--- src/include/usb_regs_pkg.sv ---
// package: register map, field layout and reset values of the common usb register block
package usb_regs_pkg;

    // ------------------------------------------------------------
    // register byte offsets (one aligned word each)
    // ------------------------------------------------------------
    localparam logic [7:0] OFS_TX_IRQ_FLAGS    = 8'h00;
    localparam logic [7:0] OFS_RX_IRQ_FLAGS    = 8'h04;
    localparam logic [7:0] OFS_TX_IRQ_ENABLE   = 8'h08;
    localparam logic [7:0] OFS_RX_IRQ_ENABLE   = 8'h0c;
    localparam logic [7:0] OFS_COMMON_FLAGS    = 8'h10;
    localparam logic [7:0] OFS_COMMON_ENABLE   = 8'h14;
    localparam logic [7:0] OFS_FRAME_NUMBER    = 8'h18;
    localparam logic [7:0] OFS_ENDPOINT_SELECT = 8'h1c;
    localparam logic [7:0] OFS_TEST_MODE       = 8'h20;
    localparam logic [7:0] OFS_TX_MAX_PACKET   = 8'h24;
    localparam logic [7:0] OFS_SESSION_CTRL    = 8'h28;
    localparam logic [7:0] OFS_STATUS          = 8'h2c;

    // ------------------------------------------------------------
    // field widths and masks
    // ------------------------------------------------------------
    localparam int         EP_FLAG_W         = 5;
    localparam logic [4:0] TX_EN_MASK        = 5'h1f;
    localparam logic [4:0] RX_EN_MASK        = 5'h1e;
    localparam logic [7:0] TEST_RW_MASK      = 8'hbf;
    localparam int         FRAME_W           = 11;
    localparam int         ENDPOINT_SELECT_FIELD_W           = 4;
    localparam int         MAXP_W            = 11;

    // ------------------------------------------------------------
    // common event flag positions
    // ------------------------------------------------------------
    localparam int BIT_SUPPLY_DROP  = 7;
    localparam int BIT_SESSION_REQ  = 6;
    localparam int BIT_DISCONNECT   = 5;
    localparam int BIT_CONNECT      = 4;
    localparam int BIT_FRAME_START  = 3;
    localparam int BIT_RESET_BABBLE = 2;
    localparam int BIT_RESUME       = 1;
    localparam int BIT_SUSPEND      = 0;

    // ------------------------------------------------------------
    // test mode bit positions
    // ------------------------------------------------------------
    localparam int BIT_FORCE_HOST  = 7;
    localparam int BIT_FIFO_ACCESS = 6;
    localparam int BIT_FULL_SPEED_FORCE_BIT    = 5;
    localparam int BIT_HIGH_SPEED_FORCE_BIT    = 4;
    localparam int BIT_TEST_PACKET = 3;
    localparam int BIT_TEST_K      = 2;
    localparam int BIT_TEST_J      = 1;
    localparam int BIT_SE0_NAK     = 0;

    // ------------------------------------------------------------
    // reset values
    // ------------------------------------------------------------
    localparam logic [7:0] RST_COMMON_ENABLE = 8'h06;
    localparam logic [4:0] RST_EP_ENABLE     = 5'h00;
    localparam logic [7:0] RST_TEST_MODE     = 8'h00;
    localparam logic [3:0] RST_ENDPOINT_SELECT_FIELD         = 4'h0;
    localparam logic [10:0] RST_MAXP         = 11'h000;
    localparam logic [10:0] RST_FRAME        = 11'h000;

    // operating speed selection
    typedef enum logic [1:0] {
        SPEED_FULL,
        SPEED_HIGH,
        SPEED_LOW
    } speed_t;

    // bus events reported by the link logic, one-cycle pulses
    typedef struct packed {
        logic supply_drop;
        logic session_req;
        logic disconnect;
        logic session_end;
        logic connect;
        logic frame_start;
        logic bus_reset;
        logic babble;
        logic resume;
        logic suspend;
    } bus_events_t;

    // test controls handed to the link logic
    typedef struct packed {
        logic   host_mode;
        speed_t speed;
        logic   fifo_copy;
        logic   test_packet;
        logic   drive_k;
        logic   drive_j;
        logic   se0_nak;
    } test_ctrl_t;

endpackage : usb_regs_pkg

--- src/rtl/usb_core_irq_test_regs.sv ---
// module: common interrupt, frame, index and test-mode registers of the usb controller
`timescale 1ns/10ps

// Functional notes
// - endpoint 0 and tx endpoints 1-4 interrupt only when their enable bit is one
// - rx endpoint enables at bits 4..1; bit 0 reserved and reads zero
// - reading the common flag register clears all its flags in that access
// - as a-device, bit 7 sets when supply drops during a session
// - as a-device, bit 6 sets on session request signaling
// - bit 5 sets on disconnect in host mode or session end as peripheral
// - bit 4 sets on device connection, only meaningful in host mode
// - bit 3 sets at each new frame start
// - bit 2 sets on bus reset as peripheral or babble as host
// - bit 1 sets on resume signaling while suspended
// - bit 0 sets on suspend signaling, peripheral mode only
// - each flag has a same-position enable; reset leaves only bits 2 and 1 set
// - last frame number read-only in bits 10..0, upper bits zero
// - four-bit endpoint selector picks the visible endpoint register set
// - force-host bit enters host mode per session until session clears
// - writing fifo-access bit copies ep0 tx packet to rx, then self-clears
// - force bits pick full or high speed on bus reset and forced host
// - test packet bit repeats the 53-byte packet preloaded by software
// - test bit 2 drives continuous k, bit 1 continuous j
// - test bit 0 stays high speed and naks every valid in token
// - eleven-bit max payload up to 1024 bytes, matches endpoint descriptor
module usb_core_irq_test_regs
    import usb_regs_pkg::*;
(
    // clock and reset
    input  wire logic                      clk_i,
    input  wire logic                      rst_i,
    // wishbone slave
    input  wire logic                      wb_cyc_i,
    input  wire logic                      wb_stb_i,
    input  wire logic                      wb_we_i,
    input  wire logic [7:0]                wb_adr_i,
    input  wire logic [3:0]                wb_sel_i,
    input  wire logic [31:0]               wb_dat_i,
    output logic      [31:0]               wb_dat_o,
    output logic                           wb_ack_o,
    // link side state and events (same clock)
    input  wire usb_regs_pkg::bus_events_t events_i,
    input  wire logic [4:0]                tx_ep_events_i,
    input  wire logic [4:0]                rx_ep_events_i,
    input  wire logic [10:0]               frame_value_i,
    input  wire logic                      frame_valid_i,
    input  wire logic                      a_device_i,
    input  wire logic                      host_mode_i,
    input  wire logic                      suspended_i,
    input  wire logic                      session_active_i,
    input  wire logic                      fifo_copy_done_i,
    // controls to link side
    output usb_regs_pkg::test_ctrl_t       test_ctrl_o,
    output logic [3:0]                     endpoint_select_o,
    output logic [10:0]                    max_payload_o,
    output logic                           direct_irq_mode_o,
    output logic                           irq_o
);
    import usb_regs_pkg::*;

    // ------------------------------------------------------------
    // register state
    // ------------------------------------------------------------
    logic [4:0]  tx_endpoint_irq_enable;
    logic [4:0]  rx_endpoint_irq_enable;
    logic [4:0]  tx_endpoint_irq_flags;
    logic [4:0]  rx_endpoint_irq_flags;
    logic [7:0]  common_bus_event_flags;
    logic [7:0]  common_bus_event_enable;
    logic [10:0] last_frame_value;
    logic [3:0]  endpoint_select_field;
    logic [7:0]  test_mode_control;
    logic [10:0] max_payload_field;
    logic        direct_irq_mode_bit;
    logic        forced_host;
    logic        fifo_copy_busy;

    // byte-lane merge of a write into an old word
    function automatic logic [31:0] merge(input logic [31:0] old_v, input logic [31:0] new_v,
                                          input logic [3:0] sel);
        logic [31:0] r;
        r = old_v;
        for (int i = 0; i < 4; i++) begin
            if (sel[i]) begin
                r[i*8 +: 8] = new_v[i*8 +: 8];
            end
        end
        return r;
    endfunction : merge

    // ------------------------------------------------------------
    // bus decode: answer one cycle after the strobe, single ack
    // ------------------------------------------------------------
    wire req     = wb_cyc_i & wb_stb_i & ~wb_ack_o;
    wire wr      = req & wb_we_i;
    wire rd      = req & ~wb_we_i;
    wire hit_txe = wb_adr_i == OFS_TX_IRQ_ENABLE;
    wire hit_rxe = wb_adr_i == OFS_RX_IRQ_ENABLE;
    wire hit_txf = wb_adr_i == OFS_TX_IRQ_FLAGS;
    wire hit_rxf = wb_adr_i == OFS_RX_IRQ_FLAGS;
    wire hit_cf  = wb_adr_i == OFS_COMMON_FLAGS;
    wire hit_ce  = wb_adr_i == OFS_COMMON_ENABLE;
    wire hit_fr  = wb_adr_i == OFS_FRAME_NUMBER;
    wire hit_ix  = wb_adr_i == OFS_ENDPOINT_SELECT;
    wire hit_tm  = wb_adr_i == OFS_TEST_MODE;
    wire hit_mp  = wb_adr_i == OFS_TX_MAX_PACKET;
    wire hit_sc  = wb_adr_i == OFS_SESSION_CTRL;
    wire hit_st  = wb_adr_i == OFS_STATUS;
    wire [31:0] wr_txe = merge({27'h0, tx_endpoint_irq_enable}, wb_dat_i, wb_sel_i);
    wire [31:0] wr_rxe = merge({27'h0, rx_endpoint_irq_enable}, wb_dat_i, wb_sel_i);
    wire [31:0] wr_ce  = merge({24'h0, common_bus_event_enable}, wb_dat_i, wb_sel_i);
    wire [31:0] wr_ix  = merge({28'h0, endpoint_select_field}, wb_dat_i, wb_sel_i);
    wire [31:0] wr_tm  = merge({24'h0, test_mode_control}, wb_dat_i, wb_sel_i);
    wire [31:0] wr_mp  = merge({21'h0, max_payload_field}, wb_dat_i, wb_sel_i);
    wire [31:0] wr_sc  = merge({31'h0, direct_irq_mode_bit}, wb_dat_i, wb_sel_i);

    // ------------------------------------------------------------
    // event qualification into common flag positions
    // ------------------------------------------------------------
    wire [7:0] common_set;
    assign common_set[BIT_SUPPLY_DROP]  = events_i.supply_drop & a_device_i & session_active_i;
    assign common_set[BIT_SESSION_REQ]  = events_i.session_req & a_device_i;
    assign common_set[BIT_DISCONNECT]   = (events_i.disconnect & host_mode_i)
                                        | (events_i.session_end & ~host_mode_i);
    assign common_set[BIT_CONNECT]      = events_i.connect & host_mode_i;
    assign common_set[BIT_FRAME_START]  = events_i.frame_start;
    assign common_set[BIT_RESET_BABBLE] = (events_i.bus_reset & ~host_mode_i)
                                        | (events_i.babble & host_mode_i);
    assign common_set[BIT_RESUME]       = events_i.resume & suspended_i;
    assign common_set[BIT_SUSPEND]      = events_i.suspend & ~host_mode_i;

    // read clears every flag; a same-cycle event still survives (set wins)
    wire       clr_common   = rd & hit_cf;
    wire       clr_tx       = rd & hit_txf;
    wire       clr_rx       = rd & hit_rxf;
    wire [7:0] next_common  = (clr_common ? 8'h00 : common_bus_event_flags) | common_set;
    wire [4:0] next_txflags = (clr_tx ? 5'h00 : tx_endpoint_irq_flags) | tx_ep_events_i;
    wire [4:0] next_rxflags = (clr_rx ? 5'h00 : rx_endpoint_irq_flags) | (rx_ep_events_i & RX_EN_MASK);

    // enabled flags drive the single interrupt line
    wire irq_any = |(tx_endpoint_irq_flags & tx_endpoint_irq_enable)
                 | |(rx_endpoint_irq_flags & rx_endpoint_irq_enable)
                 | |(common_bus_event_flags & common_bus_event_enable);

    // ------------------------------------------------------------
    // test mode decode towards the link logic
    // ------------------------------------------------------------
    logic   forced_host_seen;
    wire    session_start = session_active_i & ~forced_host_seen;
    speed_t next_speed;
    assign next_speed = test_mode_control[BIT_HIGH_SPEED_FORCE_BIT] ? SPEED_HIGH :
                        test_mode_control[BIT_FULL_SPEED_FORCE_BIT] ? SPEED_FULL : SPEED_HIGH;
    wire next_forced_host = session_active_i &
                            (forced_host | (session_start & test_mode_control[BIT_FORCE_HOST]));
    wire fifo_go = wr & hit_tm & wb_sel_i[0] & wb_dat_i[BIT_FIFO_ACCESS];

    // read mux; reserved bits and unmapped offsets read zero
    wire [31:0] rd_data =
        hit_txe ? {27'h0, tx_endpoint_irq_enable} :
        hit_rxe ? {27'h0, rx_endpoint_irq_enable} :
        hit_txf ? {27'h0, tx_endpoint_irq_flags} :
        hit_rxf ? {27'h0, rx_endpoint_irq_flags} :
        hit_cf  ? {24'h0, common_bus_event_flags} :
        hit_ce  ? {24'h0, common_bus_event_enable} :
        hit_fr  ? {21'h0, last_frame_value} :
        hit_ix  ? {28'h0, endpoint_select_field} :
        hit_tm  ? {24'h0, test_mode_control & TEST_RW_MASK} :
        hit_mp  ? {21'h0, max_payload_field} :
        hit_sc  ? {31'h0, direct_irq_mode_bit} :
        hit_st  ? {29'h0, fifo_copy_busy, forced_host, host_mode_i} : 32'h0;

    // ------------------------------------------------------------
    // bus handshake
    // ------------------------------------------------------------
    always_ff @(posedge clk_i) begin
        if (rst_i) begin
            wb_ack_o <= 1'b0;
            wb_dat_o <= 32'h0;
        end else begin
            wb_ack_o <= req;
            wb_dat_o <= rd ? rd_data : 32'h0;
        end
    end

    // software-written configuration
    always_ff @(posedge clk_i) begin
        if (rst_i) begin
            tx_endpoint_irq_enable  <= RST_EP_ENABLE;
            rx_endpoint_irq_enable  <= RST_EP_ENABLE;
            common_bus_event_enable <= RST_COMMON_ENABLE;
            endpoint_select_field   <= RST_ENDPOINT_SELECT_FIELD;
            max_payload_field       <= RST_MAXP;
            direct_irq_mode_bit     <= 1'b0;
        end else if (wr) begin
            if (hit_txe) tx_endpoint_irq_enable  <= wr_txe[4:0] & TX_EN_MASK;
            if (hit_rxe) rx_endpoint_irq_enable  <= wr_rxe[4:0] & RX_EN_MASK;
            if (hit_ce)  common_bus_event_enable <= wr_ce[7:0];
            if (hit_ix)  endpoint_select_field   <= wr_ix[3:0];
            if (hit_mp)  max_payload_field       <= wr_mp[10:0];
            if (hit_sc)  direct_irq_mode_bit     <= wr_sc[0];
        end
    end

    // test mode register; fifo-access bit is a self-clearing command
    always_ff @(posedge clk_i) begin
        if (rst_i) begin
            test_mode_control <= RST_TEST_MODE;
            fifo_copy_busy    <= 1'b0;
        end else begin
            if (wr & hit_tm) begin
                test_mode_control <= wr_tm[7:0] & TEST_RW_MASK;
            end
            if (fifo_go) begin
                fifo_copy_busy <= 1'b1;
            end else if (fifo_copy_done_i) begin
                fifo_copy_busy <= 1'b0;
            end
        end
    end

    // flags, frame capture and forced host tracking
    always_ff @(posedge clk_i) begin
        if (rst_i) begin
            common_bus_event_flags <= 8'h00;
            tx_endpoint_irq_flags  <= 5'h00;
            rx_endpoint_irq_flags  <= 5'h00;
            last_frame_value       <= RST_FRAME;
            forced_host            <= 1'b0;
            forced_host_seen       <= 1'b0;
        end else begin
            common_bus_event_flags <= next_common;
            tx_endpoint_irq_flags  <= next_txflags;
            rx_endpoint_irq_flags  <= next_rxflags;
            if (frame_valid_i) last_frame_value <= frame_value_i;
            forced_host      <= next_forced_host;
            forced_host_seen <= session_active_i;
        end
    end

    // registered outputs to the link logic
    always_ff @(posedge clk_i) begin
        if (rst_i) begin
            test_ctrl_o       <= '0;
            endpoint_select_o <= RST_ENDPOINT_SELECT_FIELD;
            max_payload_o     <= RST_MAXP;
            direct_irq_mode_o <= 1'b0;
            irq_o             <= 1'b0;
        end else begin
            test_ctrl_o.host_mode   <= next_forced_host;
            test_ctrl_o.speed       <= next_speed;
            test_ctrl_o.fifo_copy   <= fifo_go;
            test_ctrl_o.test_packet <= test_mode_control[BIT_TEST_PACKET];
            test_ctrl_o.drive_k     <= test_mode_control[BIT_TEST_K];
            test_ctrl_o.drive_j     <= test_mode_control[BIT_TEST_J];
            test_ctrl_o.se0_nak     <= test_mode_control[BIT_SE0_NAK];
            endpoint_select_o       <= endpoint_select_field;
            max_payload_o           <= max_payload_field;
            direct_irq_mode_o       <= direct_irq_mode_bit;
            irq_o                   <= irq_any;
        end
    end

endmodule : usb_core_irq_test_regs

--- config.mk ---
export PLATFORM = sky130hd
export DESIGN_NAME = usb_core_irq_test_regs
export DESIGN_NICKNAME = d
export VERILOG_FILES = /design/src/include/usb_regs_pkg.sv /design/src/rtl/usb_core_irq_test_regs.sv
export SDC_FILE = /design/constraint.sdc
export NUM_CORES = 1
export LEC_CHECK = 0
export BUFFER_PORTS_ARGS = -buffer_cell sky130_fd_sc_hd__buf_4
export CORE_MARGIN = 4
export CORE_UTILIZATION = 29
export CTS_CLUSTER_SIZE = 20
export DETAILED_ROUTE_END_ITERATION = 6
export HOLD_SLACK_MARGIN = 0.06
export PLACE_DENSITY = 0.54
export SLEW_MARGIN = 20
export SYNTH_ARGS = -nofsm -noshare
export SYNTH_HDL_FRONTEND = slang
export SYNTH_SLANG_ARGS = --single-unit
--- constraint.sdc ---
create_clock -name clk_i -period 2.08 [get_ports clk_i]
set_input_delay 0.52 -clock clk_i [delete_from_list [all_inputs] [get_ports clk_i]]
set_output_delay 0.52 -clock clk_i [all_outputs]
set_load 0.005 [all_outputs]
==> qor.json <==
{
  "outcome": "finished clean",
  "numClockSinks": 106,
  "area_enclosed_by_the_die_boundary_um2": 17700,
  "htree_num_levels": 3,
  "synthDistinctLibCells": 54,
  "timing_worst_setup_path_type": "in2reg",
  "total_leakage_power_uw": 0.00255,
  "ys_seq_elements": 106,
  "power_density_nw_per_um2": 715,
  "chipWidth_um": 133,
  "gpl.final_weighted_congestion": 0.885,
  "num_rows": 45,
  "p_int_uw": 3230,
  "count_leader_synth": "sky130_fd_sc_hd__dfxtp_1",
  "power_frac_clock_pct": 41.8,
  "yosysWarnings": 0,
  "nets": 707,
  "cp_slowest_cell": "sky130_fd_sc_hd__or4b_1",
  "place_worst_setup_slack_ps": -44.4,
  "fmaxAchievable_mhz": 564,
  "detail-route-antenna-nets": 0,
  "synth_area_in_compound_gates_pct": 14.7,
  "num_vias": 3957,
  "crit_path_max_incr_delay_ps": 590,
  "track_usage_pct": 15.9,
  "vdd.ir_drop.worst_mv": 0.418,
  "endpoint_kind": "flip-flop",
  "post_synth_xor_area_fraction_pct": 0,
  "vias_per_cell": 4.73,
  "netlist_area_um2": 4530,
  "crit_path_max_fanout": 5,
  "clkTransAtPathRegs_ps": 70,
  "ys_async_sr_fraction_pct": 0,
  "synthTopCellsByArea": "sky130_fd_sc_hd__dfxtp_1 (47%), sky130_fd_sc_hd__mux2i_1 (8.8%), sky130_fd_sc_hd__nor2_1 (5.6%)",
  "combinational_family_with_the_most_area_after_synthesis": "simple AND/OR/NAND/NOR gates",
  "cts_tree": "built",
  "detailedRoute.firstPassIterationCount": 4,
  "layout.core_utilization_pct": 39.2,
  "path_cells": "buf_4 -> or4b_1 -> o32ai_1 -> buf_4 -> a32oi_1 -> o22ai_1",
  "dp_cells": 821,
  "grt_antenna_before_repair": 0,
  "number_of_global_route_vias_before_repair": 3932,
  "grt_pass1_wl_um": 21600,
  "route.detailed.wl_per_inst_um": 16.9,
  "ios": 144,
  "worst_setup_path_start_kind": "input pin",
  "starting_utilization_of_the_core_area_pct": 29.7,
  "fin_crit_period_ps": 1770,
  "synth-edff-count": 0,
  "setup_tns_ps": 0,
  "share_of_layout_cells_above_drive_strength_1_pct": 27.8,
  "cts.hold.buffers_added": 0,
  "insertedDiodeCount": 0,
  "finish.cell_count_without_fillers": 837,
  "synth_cells": 502,
  "timing.critical_path.max_delay_family": "compound AO/OA/AOI/OAI gates",
  "grt_setup_unrepaired": "no",
  "min_path_type": "in2reg",
  "syn2layout_area_growth_pct": 31.9,
  "cts_buffers": 9,
  "cts_post_setup_buffers_inserted": 0,
  "port_buffers": 97,
  "clock-root-buffer": "sky130_fd_sc_hd__clkbuf_16",
  "synth.yosys.seq_area_share_pct": 46.8,
  "synth.mux.area_fraction_pct": 10.3,
  "synthDominantAreaCellType": "sky130_fd_sc_hd__dfxtp_1",
  "syn-mean-instance-area_um2": 9.03,
  "final.hold.worst_slack_ps": 360,
  "p_sw_uw": 1040,
  "critical_path_arrival_ps": 2050,
  "ys_dominant_reg_cell": "sky130_fd_sc_hd__dfxtp_1",
  "critical-path-top-cell-by-count": "sky130_fd_sc_hd__buf_4",
  "synth_common_cells": "sky130_fd_sc_hd__dfxtp_1 (106), sky130_fd_sc_hd__nor2_1 (67), sky130_fd_sc_hd__mux2i_1 (40), sky130_fd_sc_hd__nand2_1 (40), sky130_fd_sc_hd__a21oi_1 (36)",
  "pin_count_of_the_biggest_net_entering_global_routing": 83,
  "dieHeight_um": 133,
  "drtIter0Drc": 228,
  "logic_gate_share_of_total_power_pct": 9.1,
  "drv.max_cap_violation_count": 0,
  "final-setup-viol-count": 0,
  "post_synth_and_or_nand_nor_area_fraction_pct": 21.1,
  "clock_insertion_delay_worst_skew_ps": 360,
  "layout_worst_path_cycle_share_pct": 85.2,
  "drc": 0,
  "sw_frac_of_total_pct": 24.4,
  "finalHoldViolCount": 0,
  "synthAdderAreaFrac_pct": 0,
  "worst_clock_skew_ps": 7.92,
  "timing.critical_path.required_ps": 2350,
  "slew_viol_final": 0,
  "netlist.area_leader.share_pct": 46.8,
  "cts-root-to-sink-buffers": 2,
  "fin_ws_ps": 308,
  "cts_resized": 0,
  "wirelength_um": 14100,
  "core_area_um2": 15300,
  "globalRouteOverflowTotal": 0,
  "share_seq_of_total_power_pct": 49.1,
  "cp.buffers_inverters": 2,
  "detailed_place_hpwl_um": 10800
}
## power groups by stage
stage               registers, uW  clock network, uW  logic [uW]
CTS                          2100               1840         389
finish                       2100               1790         389
global placement             2150                  0         382
detailed placement           2150                  0         387
global route                 2110               1910         424
floorplan                    2130                  0         212
## state kept, by name, summed over array words and instances (netlist names), 4 cells and up
| register | flops |
|---|---|
| tx_endpoint_irq_flags | 5 |
| common_bus_event_enable | 8 |
| endpoint_select_o | 4 |
| wb_dat_o | 11 |
| last_frame_value | 11 |
| endpoint_select_field | 4 |
| common_bus_event_flags | 8 |
| tx_endpoint_irq_enable | 5 |
| test_mode_control | 7 |
| max_payload_o | 11 |
| test_ctrl_o | 7 |
| max_payload_field | 11 |
| rx_endpoint_irq_enable | 4 |
| rx_endpoint_irq_flags | 4 |
## per-stage QoR
step | power [uW] | instance area (um2)
2_1_floorplan | 2350 | 4610
5_1_grt | 4440 | 5980
6_report | 4280 | 5980
3_5_place_dp | 2540 | 5660
4_1_cts | 4330 | 5980
3_3_place_gp | 2530 | 5660
## area by class of cell
class / count / area, um2
multi-input combinational: 360 / 2170
inverter: 4 / 15.0
clock inverter: 6 / 73.8
timing repair buffer: 140 / 1090
clock buffer: 10 / 239
fill: 1568 / 9280
sequential: 106 / 2120
tap: 211 / 264
## path summary, 6_finish.rpt
check / start / endpoint / slack [ps] / cells past startpoint
min reg2reg: max_payload_field[1]$_SDFFE_PP0P_ / max_payload_field[1]$_SDFFE_PP0P_ / 470 / 2
max: wb_adr_i[7] / wb_dat_o[2]$_SDFF_PP0_ / 310 / 6
min: tx_ep_events_i[3] / tx_endpoint_irq_flags[3]$_SDFF_PP0_ / 360 / 3
max reg2reg: wb_ack_o$_SDFF_PP0_ / common_bus_event_enable[1]$_SDFFE_PP1P_ / 360 / 6
## worst min-delay path, stage by stage
cell                      delay, ps
sky130_fd_sc_hd__buf_4           80
sky130_fd_sc_hd__a21oi_1         30
sky130_fd_sc_hd__nor2_1          60
## kinds of logic (layout without fill, tap and decap cells)
group | Yosys count | after routing
muxes | 46 | 46
other | 1 | 22
and+or+nand+nor | 189 | 189
buffers and inverters | 57 | 160
AOI/OAI and AO/OA | 103 | 103
DFF | 106 | 106
## layout by cell type (no fill, tap or decap), types with 2 or more instances in the layout
cell type and count:
sky130_fd_sc_hd__o32ai_1 2, sky130_fd_sc_hd__nor3_1 8, sky130_fd_sc_hd__and3_1 3, sky130_fd_sc_hd__a2bb2oi_1 2, sky130_fd_sc_hd__a22oi_1 14, sky130_fd_sc_hd__inv_1 4, sky130_fd_sc_hd__a211oi_1 3, sky130_fd_sc_hd__dfxtp_1 106
sky130_fd_sc_hd__or3_1 2, sky130_fd_sc_hd__buf_4 137, sky130_fd_sc_hd__nand2b_1 6, sky130_fd_sc_hd__o21ai_0 18, sky130_fd_sc_hd__a31oi_1 2, sky130_fd_sc_hd__nor4b_4 2, sky130_fd_sc_hd__a211o_1 2, sky130_fd_sc_hd__buf_12 3
sky130_fd_sc_hd__clkbuf_16 9, sky130_fd_sc_hd__nand2_1 40, sky130_fd_sc_hd__a221oi_1 2, sky130_fd_sc_hd__mux2_2 6, sky130_fd_sc_hd__nor4_1 2, sky130_fd_sc_hd__nand3_1 20, sky130_fd_sc_hd__a21oi_1 36, sky130_fd_sc_hd__clkinvlp_4 2
sky130_fd_sc_hd__o22ai_1 4, sky130_fd_sc_hd__mux2i_1 40, sky130_fd_sc_hd__nor2_1 67, sky130_fd_sc_hd__a32oi_1 5, sky130_fd_sc_hd__a31o_2 2, sky130_fd_sc_hd__a222oi_1 2, sky130_fd_sc_hd__conb_1 22, sky130_fd_sc_hd__nor2b_1 25
sky130_fd_sc_hd__o211ai_1 2
## metal layers
layer  part of all wire, %  vias up  wire (um)  GRT usage [%]
met4                   2.5        0        356           6.81
met5                     0        -          0              0
met1                    47     1869       6610           20.6
met2                    46       96       6500           25.5
met3                   4.6       23        651           3.50
li1                      -     1969          -              -
Note: power is estimated with default switching activity, not from simulation.
